[config.mk]
export PLATFORM = sky130hd
export DESIGN_NAME = asp_post_proc
export DESIGN_NICKNAME = d
export VERILOG_FILES = /design/src/hw/asp_pkg.sv /design/src/hw/asp_post_proc.sv
export SDC_FILE = /design/constraint.sdc
export NUM_CORES = 2
export LEC_CHECK = 0
export ABC_AREA = 1
export BUFFER_PORTS_ARGS = -buffer_cell sky130_fd_sc_hd__clkbuf_2
export CAP_MARGIN = 20
export CORE_MARGIN = 5
export CORE_UTILIZATION = 45
export DETAILED_ROUTE_END_ITERATION = 10
export SYNTH_ARGS = -nofsm -noshare
export SYNTH_HDL_FRONTEND = slang
export SYNTH_SLANG_ARGS = --single-unit
[constraint.sdc]
create_clock -name clk_sys_i -period 8.35 [get_ports clk_sys_i]
set_input_delay 1.2525 -clock clk_sys_i [delete_from_list [all_inputs] [get_ports clk_sys_i]]
set_output_delay 1.2525 -clock clk_sys_i [all_outputs]
set_load 0.005 [all_outputs]
[src/hw/asp_pkg.sv]
// Purpose: Constants and types for the sample post-processing path
// Assumes: Byte-wide register port, one sample per convert strobe
// Notes:   Every register offset and register reset value lives here, with the main widths and the flag bit positions
package asp_pkg;

  // ---------------------------------------------------------------
  // Widths
  // ---------------------------------------------------------------
  localparam int ASP_DIFF_W = 24;
  localparam int ASP_CM_W   = 8;
  localparam int ASP_WORD_W = 32;
  localparam int ASP_GAIN_W = 16;
  localparam int ASP_AVG_W  = 30;
  localparam int ASP_EXP_W  = 5;
  localparam int ASP_ACC_W  = 40;
  localparam int ASP_CNT_W  = 16;
  localparam int ASP_ADDR_W = 8;
  localparam int ASP_DATA_W = 8;

  // ---------------------------------------------------------------
  // Register offsets
  // ---------------------------------------------------------------
  localparam logic [7:0] ASP_ADDR_OFS_B0  = 8'h16;
  localparam logic [7:0] ASP_ADDR_OFS_B1  = 8'h17;
  localparam logic [7:0] ASP_ADDR_OFS_B2  = 8'h18;
  localparam logic [7:0] ASP_ADDR_GAIN_A  = 8'h1C;
  localparam logic [7:0] ASP_ADDR_GAIN_B  = 8'h1D;
  localparam logic [7:0] ASP_ADDR_PAT_B0  = 8'h20;
  localparam logic [7:0] ASP_ADDR_PAT_B1  = 8'h21;
  localparam logic [7:0] ASP_ADDR_PAT_B2  = 8'h22;
  localparam logic [7:0] ASP_ADDR_PAT_B3  = 8'h23;
  localparam logic [7:0] ASP_ADDR_MODE    = 8'h24;
  localparam logic [7:0] ASP_ADDR_AVG     = 8'h25;
  localparam logic [7:0] ASP_ADDR_STATUS  = 8'h26;

  // ---------------------------------------------------------------
  // Reset values and limits
  // ---------------------------------------------------------------
  localparam logic [23:0] ASP_OFS_RST  = 24'h000000;
  localparam logic [15:0] ASP_GAIN_RST = 16'h8000;
  localparam logic [31:0] ASP_PAT_RST  = 32'h5A5A0F0F;
  localparam logic [4:0]  ASP_AVG_RST  = 5'h00;
  localparam logic [4:0]  ASP_EXP_MIN  = 5'h01;
  localparam logic [4:0]  ASP_EXP_MAX  = 5'h10;
  localparam logic [23:0] ASP_SAT_MAX  = 24'h7FFFFF;
  localparam logic [23:0] ASP_SAT_MIN  = 24'h800000;
  localparam int          ASP_GAIN_SH  = 15;
  localparam int          ASP_AVG_EXT  = ASP_AVG_W - ASP_DIFF_W;

  // ---------------------------------------------------------------
  // Output word field positions
  // ---------------------------------------------------------------
  localparam int ASP_SYNC_BIT = 31;
  localparam int ASP_OR_BIT   = 30;

  // ---------------------------------------------------------------
  // Types
  // ---------------------------------------------------------------
  typedef enum logic [2:0] {
    ASP_FMT_D24   = 3'b000,
    ASP_FMT_D16CM = 3'b001,
    ASP_FMT_D24CM = 3'b010,
    ASP_FMT_AVG   = 3'b011,
    ASP_FMT_PAT   = 3'b100
  } asp_fmt_t;

  localparam asp_fmt_t ASP_MODE_RST = ASP_FMT_D24;

  typedef struct packed {
    logic [ASP_DIFF_W-1:0] diff;
    logic [ASP_CM_W-1:0]   cm;
    logic                  sat;
  } asp_sample_t;

  typedef struct packed {
    logic                  wr;
    logic                  rd;
    logic [ASP_ADDR_W-1:0] addr;
    logic [ASP_DATA_W-1:0] wdata;
  } asp_reg_req_t;

endpackage : asp_pkg

[src/hw/asp_post_proc.sv]
// Purpose: Offset, gain, saturation, block averaging and output formatting
// Assumes: Converter core strobes only while conv_ready_o is high
// Notes:   Results leave through a two-entry buffer toward the serial side
//
// Operation
// - Average blocks of 2^N samples, N 1..16
// - Clear accumulator after every completed block
// - Averaging only with format 3, N 1..16
// - Averaged word 32 bits, low 30 average
// - Constant input gives top 24 equal input
// - Bit 30 flags saturation within block
// - Bit 31 marks each delivered block average
// - Averaged output rate is strobe rate/2^N
// - Averaging exponent resets to zero
// - Add signed 24-bit offset to every sample
// - Offset resets to zero
// - Multiply by gain over 0x8000
// - Gain resets to 0x8000, unity
// - Saturate scaled results to output width
// - Format 4 outputs stored test pattern
// - Test pattern uses ordinary sample timing
// - Test pattern resets 0x5A5A0F0F, host writable
// - Clamp at 0x7FFFFF and 0x800000
// - Formats 1,2 append unscaled common-mode code
// - Differential codes are two's complement
`timescale 1ns/10ps

module asp_post_proc
(
  // Clock and reset
  input  wire logic                           clk_sys_i,
  input  wire logic                           rst_n_i,
  // Converter core side
  input  wire logic                           convert_strobe_i,
  input  wire asp_pkg::asp_sample_t           sample_i,
  output logic                                conv_ready_o,
  // Register port
  input  wire asp_pkg::asp_reg_req_t          reg_req_i,
  output logic [asp_pkg::ASP_DATA_W-1:0]      reg_rdata_o,
  // Output word toward the serial output register
  output logic [asp_pkg::ASP_WORD_W-1:0]      out_word_o,
  output logic                                out_valid_o,
  input  wire logic                           out_ready_i
);
  import asp_pkg::*;

  // ---------------------------------------------------------------
  // Configuration registers
  // ---------------------------------------------------------------
  logic [ASP_DIFF_W-1:0] ofs_val;
  logic [ASP_GAIN_W-1:0] gain_val;
  logic [ASP_WORD_W-1:0] pat_val;
  asp_fmt_t              fmt_sel;
  logic [ASP_EXP_W-1:0]  avg_exp;
  logic                  cfg_wr;

  // Rewriting format or exponent restarts the block
  assign cfg_wr = reg_req_i.wr &&
                  (reg_req_i.addr == ASP_ADDR_MODE ||
                   reg_req_i.addr == ASP_ADDR_AVG);

  always_ff @(posedge clk_sys_i or negedge rst_n_i)
  begin
    if (!rst_n_i)
    begin
      ofs_val  <= ASP_OFS_RST;
      gain_val <= ASP_GAIN_RST;
      pat_val  <= ASP_PAT_RST;
      fmt_sel  <= ASP_MODE_RST;
      avg_exp  <= ASP_AVG_RST;
    end
    else if (reg_req_i.wr)
    begin
      if (reg_req_i.addr == ASP_ADDR_OFS_B0)
        ofs_val[7:0] <= reg_req_i.wdata;
      else if (reg_req_i.addr == ASP_ADDR_OFS_B1)
        ofs_val[15:8] <= reg_req_i.wdata;
      else if (reg_req_i.addr == ASP_ADDR_OFS_B2)
        ofs_val[23:16] <= reg_req_i.wdata;
      else if (reg_req_i.addr == ASP_ADDR_GAIN_A)
        gain_val[7:0] <= reg_req_i.wdata;
      else if (reg_req_i.addr == ASP_ADDR_GAIN_B)
        gain_val[15:8] <= reg_req_i.wdata;
      else if (reg_req_i.addr == ASP_ADDR_PAT_B0)
        pat_val[7:0] <= reg_req_i.wdata;
      else if (reg_req_i.addr == ASP_ADDR_PAT_B1)
        pat_val[15:8] <= reg_req_i.wdata;
      else if (reg_req_i.addr == ASP_ADDR_PAT_B2)
        pat_val[23:16] <= reg_req_i.wdata;
      else if (reg_req_i.addr == ASP_ADDR_PAT_B3)
        pat_val[31:24] <= reg_req_i.wdata;
      else if (reg_req_i.addr == ASP_ADDR_MODE)
        fmt_sel <= asp_fmt_t'(reg_req_i.wdata[2:0]);
      else if (reg_req_i.addr == ASP_ADDR_AVG)
        avg_exp <= reg_req_i.wdata[ASP_EXP_W-1:0];
    end
  end

  // ---------------------------------------------------------------
  // Offset, gain and saturation
  // ---------------------------------------------------------------
  logic signed [24:0] ofs_sum;
  logic signed [41:0] prod;
  logic signed [41:0] scaled;
  logic               clip_hi;
  logic               clip_lo;
  logic [23:0]        sat_code;

  always_comb
  begin
    // Two's complement in and out; sign extend before adding
    ofs_sum = $signed({sample_i.diff[23], sample_i.diff}) +
              $signed({ofs_val[23], ofs_val});
    prod    = ofs_sum * $signed({1'b0, gain_val});
    scaled  = prod >>> ASP_GAIN_SH;
    // Clamp instead of wrap; 16-bit format is a cut of this 24-bit code
    clip_hi = scaled > $signed({18'h00000, ASP_SAT_MAX});
    clip_lo = scaled < $signed({18'h3FFFF, ASP_SAT_MIN});
    if (clip_hi)
      sat_code = ASP_SAT_MAX;
    else if (clip_lo)
      sat_code = ASP_SAT_MIN;
    else
      sat_code = scaled[23:0];
  end

  // ---------------------------------------------------------------
  // Processed sample stage
  // ---------------------------------------------------------------
  logic              p_valid;
  logic [23:0]       p_code;
  logic [7:0]        p_cm;
  logic              p_sat;
  logic              take;

  assign take = convert_strobe_i && conv_ready_o;

  always_ff @(posedge clk_sys_i or negedge rst_n_i)
  begin
    if (!rst_n_i)
    begin
      p_valid <= 1'b0;
      p_code  <= 24'h000000;
      p_cm    <= 8'h00;
      p_sat   <= 1'b0;
    end
    else
    begin
      p_valid <= take;
      if (take)
      begin
        p_code <= sat_code;
        p_cm   <= sample_i.cm;
        p_sat  <= sample_i.sat | clip_hi | clip_lo;
      end
    end
  end

  // ---------------------------------------------------------------
  // Block averaging filter
  // ---------------------------------------------------------------
  logic                  avg_on;
  logic [ASP_ACC_W-1:0]  acc;
  logic [ASP_CNT_W-1:0]  blk_cnt;
  logic                  or_acc;
  logic [ASP_CNT_W-1:0]  blk_last;
  logic [16:0]           blk_len;
  logic signed [39:0]    acc_next;
  logic signed [45:0]    acc_ext;
  logic signed [45:0]    avg_wide;
  logic                  or_next;
  logic                  blk_end;

  assign avg_on = (fmt_sel == ASP_FMT_AVG) &&
                  (avg_exp >= ASP_EXP_MIN) &&
                  (avg_exp <= ASP_EXP_MAX);

  always_comb
  begin
    blk_len  = 17'h00001 << avg_exp;
    blk_last = 16'(blk_len - 17'h00001);
    acc_next = $signed(acc) + $signed({{16{p_code[23]}}, p_code});
    or_next  = or_acc | p_sat;
    blk_end  = p_valid && avg_on && (blk_cnt == blk_last);
    // Sum times 2^6 over 2^N keeps constant input in the top 24 bits
    acc_ext  = {{6{acc_next[39]}}, acc_next};
    acc_ext  = acc_ext <<< ASP_AVG_EXT;
    avg_wide = acc_ext >>> avg_exp;
  end

  always_ff @(posedge clk_sys_i or negedge rst_n_i)
  begin
    if (!rst_n_i)
    begin
      acc     <= 40'h0000000000;
      blk_cnt <= 16'h0000;
      or_acc  <= 1'b0;
    end
    else if (cfg_wr || !avg_on || blk_end)
    begin
      // Fresh start for every block; no sample is shared
      acc     <= 40'h0000000000;
      blk_cnt <= 16'h0000;
      or_acc  <= 1'b0;
    end
    else if (p_valid)
    begin
      acc     <= acc_next;
      blk_cnt <= blk_cnt + 16'h0001;
      or_acc  <= or_next;
    end
  end

  // ---------------------------------------------------------------
  // Output word assembly
  // ---------------------------------------------------------------
  logic [31:0] fmt_word;
  logic        push;

  always_comb
  begin
    fmt_word = {p_code, 8'h00};
    if (avg_on)
    begin
      fmt_word[ASP_SYNC_BIT]      = 1'b1;
      fmt_word[ASP_OR_BIT]        = or_next;
      fmt_word[ASP_AVG_W-1:0]     = avg_wide[29:0];
    end
    else
    begin
      case (fmt_sel)
        ASP_FMT_D16CM: fmt_word = {p_code[23:8], p_cm, 8'h00};
        ASP_FMT_D24CM: fmt_word = {p_code, p_cm};
        ASP_FMT_PAT:   fmt_word = pat_val;
        default:       fmt_word = {p_code, 8'h00};
      endcase
    end
  end

  // Pattern rides the same stage as data, so timing matches
  assign push = p_valid && (!avg_on || blk_end);

  // ---------------------------------------------------------------
  // Two-entry output buffer
  // ---------------------------------------------------------------
  logic [31:0] skid_word;
  logic        skid_valid;
  logic [31:0] next_head;
  logic        next_head_v;
  logic [31:0] next_skid;
  logic        next_skid_v;
  logic        pop;
  logic [1:0]  next_occ;

  assign pop = out_valid_o && out_ready_i;

  always_comb
  begin
    next_head   = out_word_o;
    next_head_v = out_valid_o;
    next_skid   = skid_word;
    next_skid_v = skid_valid;
    case ({push, pop})
      2'b10:
      begin
        if (!out_valid_o)
        begin
          next_head   = fmt_word;
          next_head_v = 1'b1;
        end
        else
        begin
          next_skid   = fmt_word;
          next_skid_v = 1'b1;
        end
      end
      2'b01:
      begin
        if (skid_valid)
        begin
          next_head   = skid_word;
          next_skid_v = 1'b0;
        end
        else
          next_head_v = 1'b0;
      end
      2'b11:
      begin
        if (skid_valid)
        begin
          next_head = skid_word;
          next_skid = fmt_word;
        end
        else
          next_head = fmt_word;
      end
      default:
      begin
        next_head = out_word_o;
      end
    endcase
    // A sample in flight counts as occupied, so it always finds room
    next_occ = 2'({1'b0, next_head_v}) + 2'({1'b0, next_skid_v}) +
               2'({1'b0, take});
  end

  always_ff @(posedge clk_sys_i or negedge rst_n_i)
  begin
    if (!rst_n_i)
    begin
      out_word_o   <= 32'h00000000;
      out_valid_o  <= 1'b0;
      skid_word    <= 32'h00000000;
      skid_valid   <= 1'b0;
      conv_ready_o <= 1'b0;
    end
    else
    begin
      out_word_o   <= next_head;
      out_valid_o  <= next_head_v;
      skid_word    <= next_skid;
      skid_valid   <= next_skid_v;
      conv_ready_o <= (next_occ < 2'h2);
    end
  end

  // ---------------------------------------------------------------
  // Register read-back
  // ---------------------------------------------------------------
  always_ff @(posedge clk_sys_i or negedge rst_n_i)
  begin
    if (!rst_n_i)
      reg_rdata_o <= 8'h00;
    else if (reg_req_i.rd)
    begin
      if (reg_req_i.addr == ASP_ADDR_OFS_B0)
        reg_rdata_o <= ofs_val[7:0];
      else if (reg_req_i.addr == ASP_ADDR_OFS_B1)
        reg_rdata_o <= ofs_val[15:8];
      else if (reg_req_i.addr == ASP_ADDR_OFS_B2)
        reg_rdata_o <= ofs_val[23:16];
      else if (reg_req_i.addr == ASP_ADDR_GAIN_A)
        reg_rdata_o <= gain_val[7:0];
      else if (reg_req_i.addr == ASP_ADDR_GAIN_B)
        reg_rdata_o <= gain_val[15:8];
      else if (reg_req_i.addr == ASP_ADDR_PAT_B0)
        reg_rdata_o <= pat_val[7:0];
      else if (reg_req_i.addr == ASP_ADDR_PAT_B1)
        reg_rdata_o <= pat_val[15:8];
      else if (reg_req_i.addr == ASP_ADDR_PAT_B2)
        reg_rdata_o <= pat_val[23:16];
      else if (reg_req_i.addr == ASP_ADDR_PAT_B3)
        reg_rdata_o <= pat_val[31:24];
      else if (reg_req_i.addr == ASP_ADDR_MODE)
        reg_rdata_o <= {5'h00, fmt_sel};
      else if (reg_req_i.addr == ASP_ADDR_AVG)
        reg_rdata_o <= {3'h0, avg_exp};
      else if (reg_req_i.addr == ASP_ADDR_STATUS)
        reg_rdata_o <= {avg_on, skid_valid, out_valid_o, blk_cnt[4:0]};
      else
        reg_rdata_o <= 8'h00;
    end
  end

endmodule : asp_post_proc

==> results.cfg <==
[status]
status = finished, final reports clean

[hold_path]
hold_path.class = flip-flop to flip-flop

[logic_synthesis]
synth_top_cells_by_area = fa_1, dfrtp_1, nand2_1
synthMostInstantiatedCell = nand2_1
yosys_warnings = 0
ys_seq_area_share_pct = 18.6
synth-xor-area-share_pct = 2.24
synth_cell_types = 60
async_reset_ff_share_pct = 100
synth-main-ff-cell = dfrtp_1
synth_top_area_share_pct = 23.6
ys_top_cells_by_count = nand2_1, inv_1, nand3_1
synth.area.mux_share_pct = 0.151
synth_cells = 4676
synth_nets = 5293
synth_top_family_by_area = adder cells
ys_ff_latch = 246
synth_top_cell_by_area = fa_1
synth-edff-count = 0
syn_avg_cell_area_um2 = 7.09
synth-adder-area-share_pct = 30.1
synth-compound-area-share_pct = 10.4
mappedNetlistArea_um2 = 33200
synth_simple_gate_area_share_pct = 26.8

[sta]
rsz0062_at_grt = yes
timing.final.crit_share_pct = 99.7
tns_ns = 0
layout_min_cycle_time_ns = 8.32
layout_setup_ws_ns = 0.0262
slew_headroom_pct = 23.1
hold_viol_final = 0
fin_worst_skew_ns = 0.0656
setup_violations = 0
tightest_slew_ns = 1.15
timing.fmax_mhz = 120
drv_slew = 0

[clocking]
clock_sinks = 246
hold_buffers = 0
cts_tree = done
cts.clk_slew.worst_paths_ns = 0.06
cts_max_level = 1
cts_buffers = 30
clk_latency_ns = 0.61
clk_path_buf_depth = 3
cts_root_buf = clkbuf_16

[detailed_routing]
drtPass1Iterations = 6
wl_met2_um = 54400
dr_wl_met3_um = 5560
drt_wl_total_um = 115000
drt_iter0_markers = 2568
wl_met1_um = 48100
route.vias.total = 31800
ant_nets = 0
via_per_inst = 5.32
route.detailed.drc = 0
wire_per_inst_um = 19.2
top_layer = met4

[finish]
fill_cells = 7184
fin_util_pct = 54.7
nNetsFinal = 5616
diodes = 0
finalNonFillerCells = 5979
drive_gt1_share_pct = 17.5
area_growth_pct = 20.5
fin_area_um2 = 40000

[grt]
grt_max_degree = 76
grt_pass1_vias = 31600
grt_pass1_wl_um = 177000
antenna_found_initial = 1
gr-total-overflow = 0
grt_use_total_pct = 28.3

[floorplan]
dieArea_um2 = 79200
ios = 97
rows = 99
die_w_um = 281
core-area_um2 = 73100
die-height_um = 281
start_util_pct = 45.4

[critical_path]
cp_num_buf_inv = 10
worstPathArrival_ns = 8.73
critical_path.top_delay_family = adder cells
cp-start-kind = input pin
crit_required_ns = 8.75
slowest_delay_ns = 0.60
crit_fanout = 7
crit_slowest_cell = fa_1
end_kind = flip-flop
worstSetupPathType = input pin to flip-flop
cp_common_cell = fa_1

[place]
placed_cells = 5878
port_buffers = 96
dp_hpwl_um = 92700
dp_slack_ns = -0.820
place_area_um2 = 36800
globalplace.congestion = 0.956

[run]
maxCapViolCount = 0

[power_and_ir_drop]
vdd_ir_drop_max_v = 0.000164
leakagePower_nw = 20.2
cellPowerDensity_nw_per_um2 = 190
==> flip-flops by register name, indices dropped and copies added, names as in the netlist, 3 cells and up <==
register / count
reg_rdata_o: 8
out_word_o: 32
p_cm: 8
gain_val: 16
blk_cnt: 16
ofs_val: 24
pat_val: 32
fmt_sel: 3
p_code: 24
acc: 40
skid_word: 32
avg_exp: 5
==> report_power, final <==
group	internal, mW	switching (mW)	total (mW)
clock	0.854	0.550	1.40
combinational	1.74	2.72	4.46
sequential	1.45	0.291	1.74
total	4.04	3.56	7.60
==> stage by stage <==
stage	hold WS (ns)	total power, mW
after floorplan	0.450	4.10
after CTS	0.481	7.11
after global routing	0.496	8.15
after detailed placement	0.465	5.57
final	0.477	7.60
after global placement	0.463	5.54
==> final timing paths <==
path                          startpoint            end  slack [ns]  depth (start not counted)
min in group asynchronous        rst_n_i        acc[30]        0.59                          1
hold / removal             out_word_o[9]  out_word_o[9]        0.48                          2
setup reg to reg              ofs_val[0]      p_code[8]        0.24                         40
setup / recovery             sample_i[9]      p_code[8]        0.03                         41
max in group asynchronous        rst_n_i     avg_exp[0]        6.29                          2
hold reg to reg            out_word_o[9]  out_word_o[9]        0.48                          2
==> tightest hold or removal path: cells and delay by family, from the launching register on <==
family | cells | cell delay [ns]
DFF | 1 | 0.34
and+or+nand+nor | 2 | 0.10
==> area by class of cell <==
| type | count | area [um^2] | area share, % |
|---|---|---|---|
| Inverter | 852 | 3230 | 8.07 |
| Timing Repair Buffer | 462 | 3640 | 9.11 |
| Multi-Input combinational cell | 3407 | 24700 | 61.7 |
| Clock buffer | 39 | 835 | 2.09 |
| Sequential cell | 246 | 6180 | 15.5 |
| Tap cell | 959 | 1200 | 3.00 |
| Clock inverter | 14 | 213 | 0.532 |
==> per-layer routing <==
| metal | global-route usage, % | up-vias |
|---|---|---|
| li1 | - | 15300 |
| met1 | 37.4 | 15300 |
| met2 | 47.2 | 971 |
| met3 | 2.96 | 258 |
| met4 | 13.4 | 0 |
| met5 | 0 | - |
==> timing repair <==
| item | CTS | global route |
|---|---|---|
| cloned | 1 | 4 |
| setup buffers | 9 | 33 |
| pin swaps | 13 | 231 |
| endpoints found under the setup margin | 24 | 25 |
| gates resized for setup | 54 | 345 |
==> kinds of logic (layout without fill, tap and decap cells) <==
group           count (synthesis)  in the layout
simple gates                 2137           2137
compound gates                620            620
mux                             5              5
fa+ha+maj                     562            562
flops                         246            246
xor+xnor                       83             83
buf+inv                      1023           1367
==> placed cells by master, fill, tap and decap left out, drive strengths merged, types with 2 or more instances in the layout <==
cell type	netlist	final
fa	391	391
o211ai	18	18
dfrtp	229	229
a221oi	12	12
buf	51	364
o221ai	6	6
o21a	10	10
or2	17	17
mux2i	5	5
a21oi	210	210
nand2	1206	1206
o21bai	9	9
inv	839	837
nand3	436	436
xnor2	28	28
o311ai	2	2
o22ai	6	6
xor2	55	55
and2	3	3
clkinvlp	0	3
ha	171	171
nand3b	6	6
clkbuf	120	137
a211oi	7	7
bufinv	0	5
a31oi	42	42
o31ai	2	2
o21ai	277	277
dfstp	17	17
nor3	48	48
a21o	3	3
nand4	24	24
nor2	390	390
clkinv	13	21
a22oi	7	7
nor4	4	4
o2111ai	7	7
Note: power is estimated with default switching activity, not from simulation.
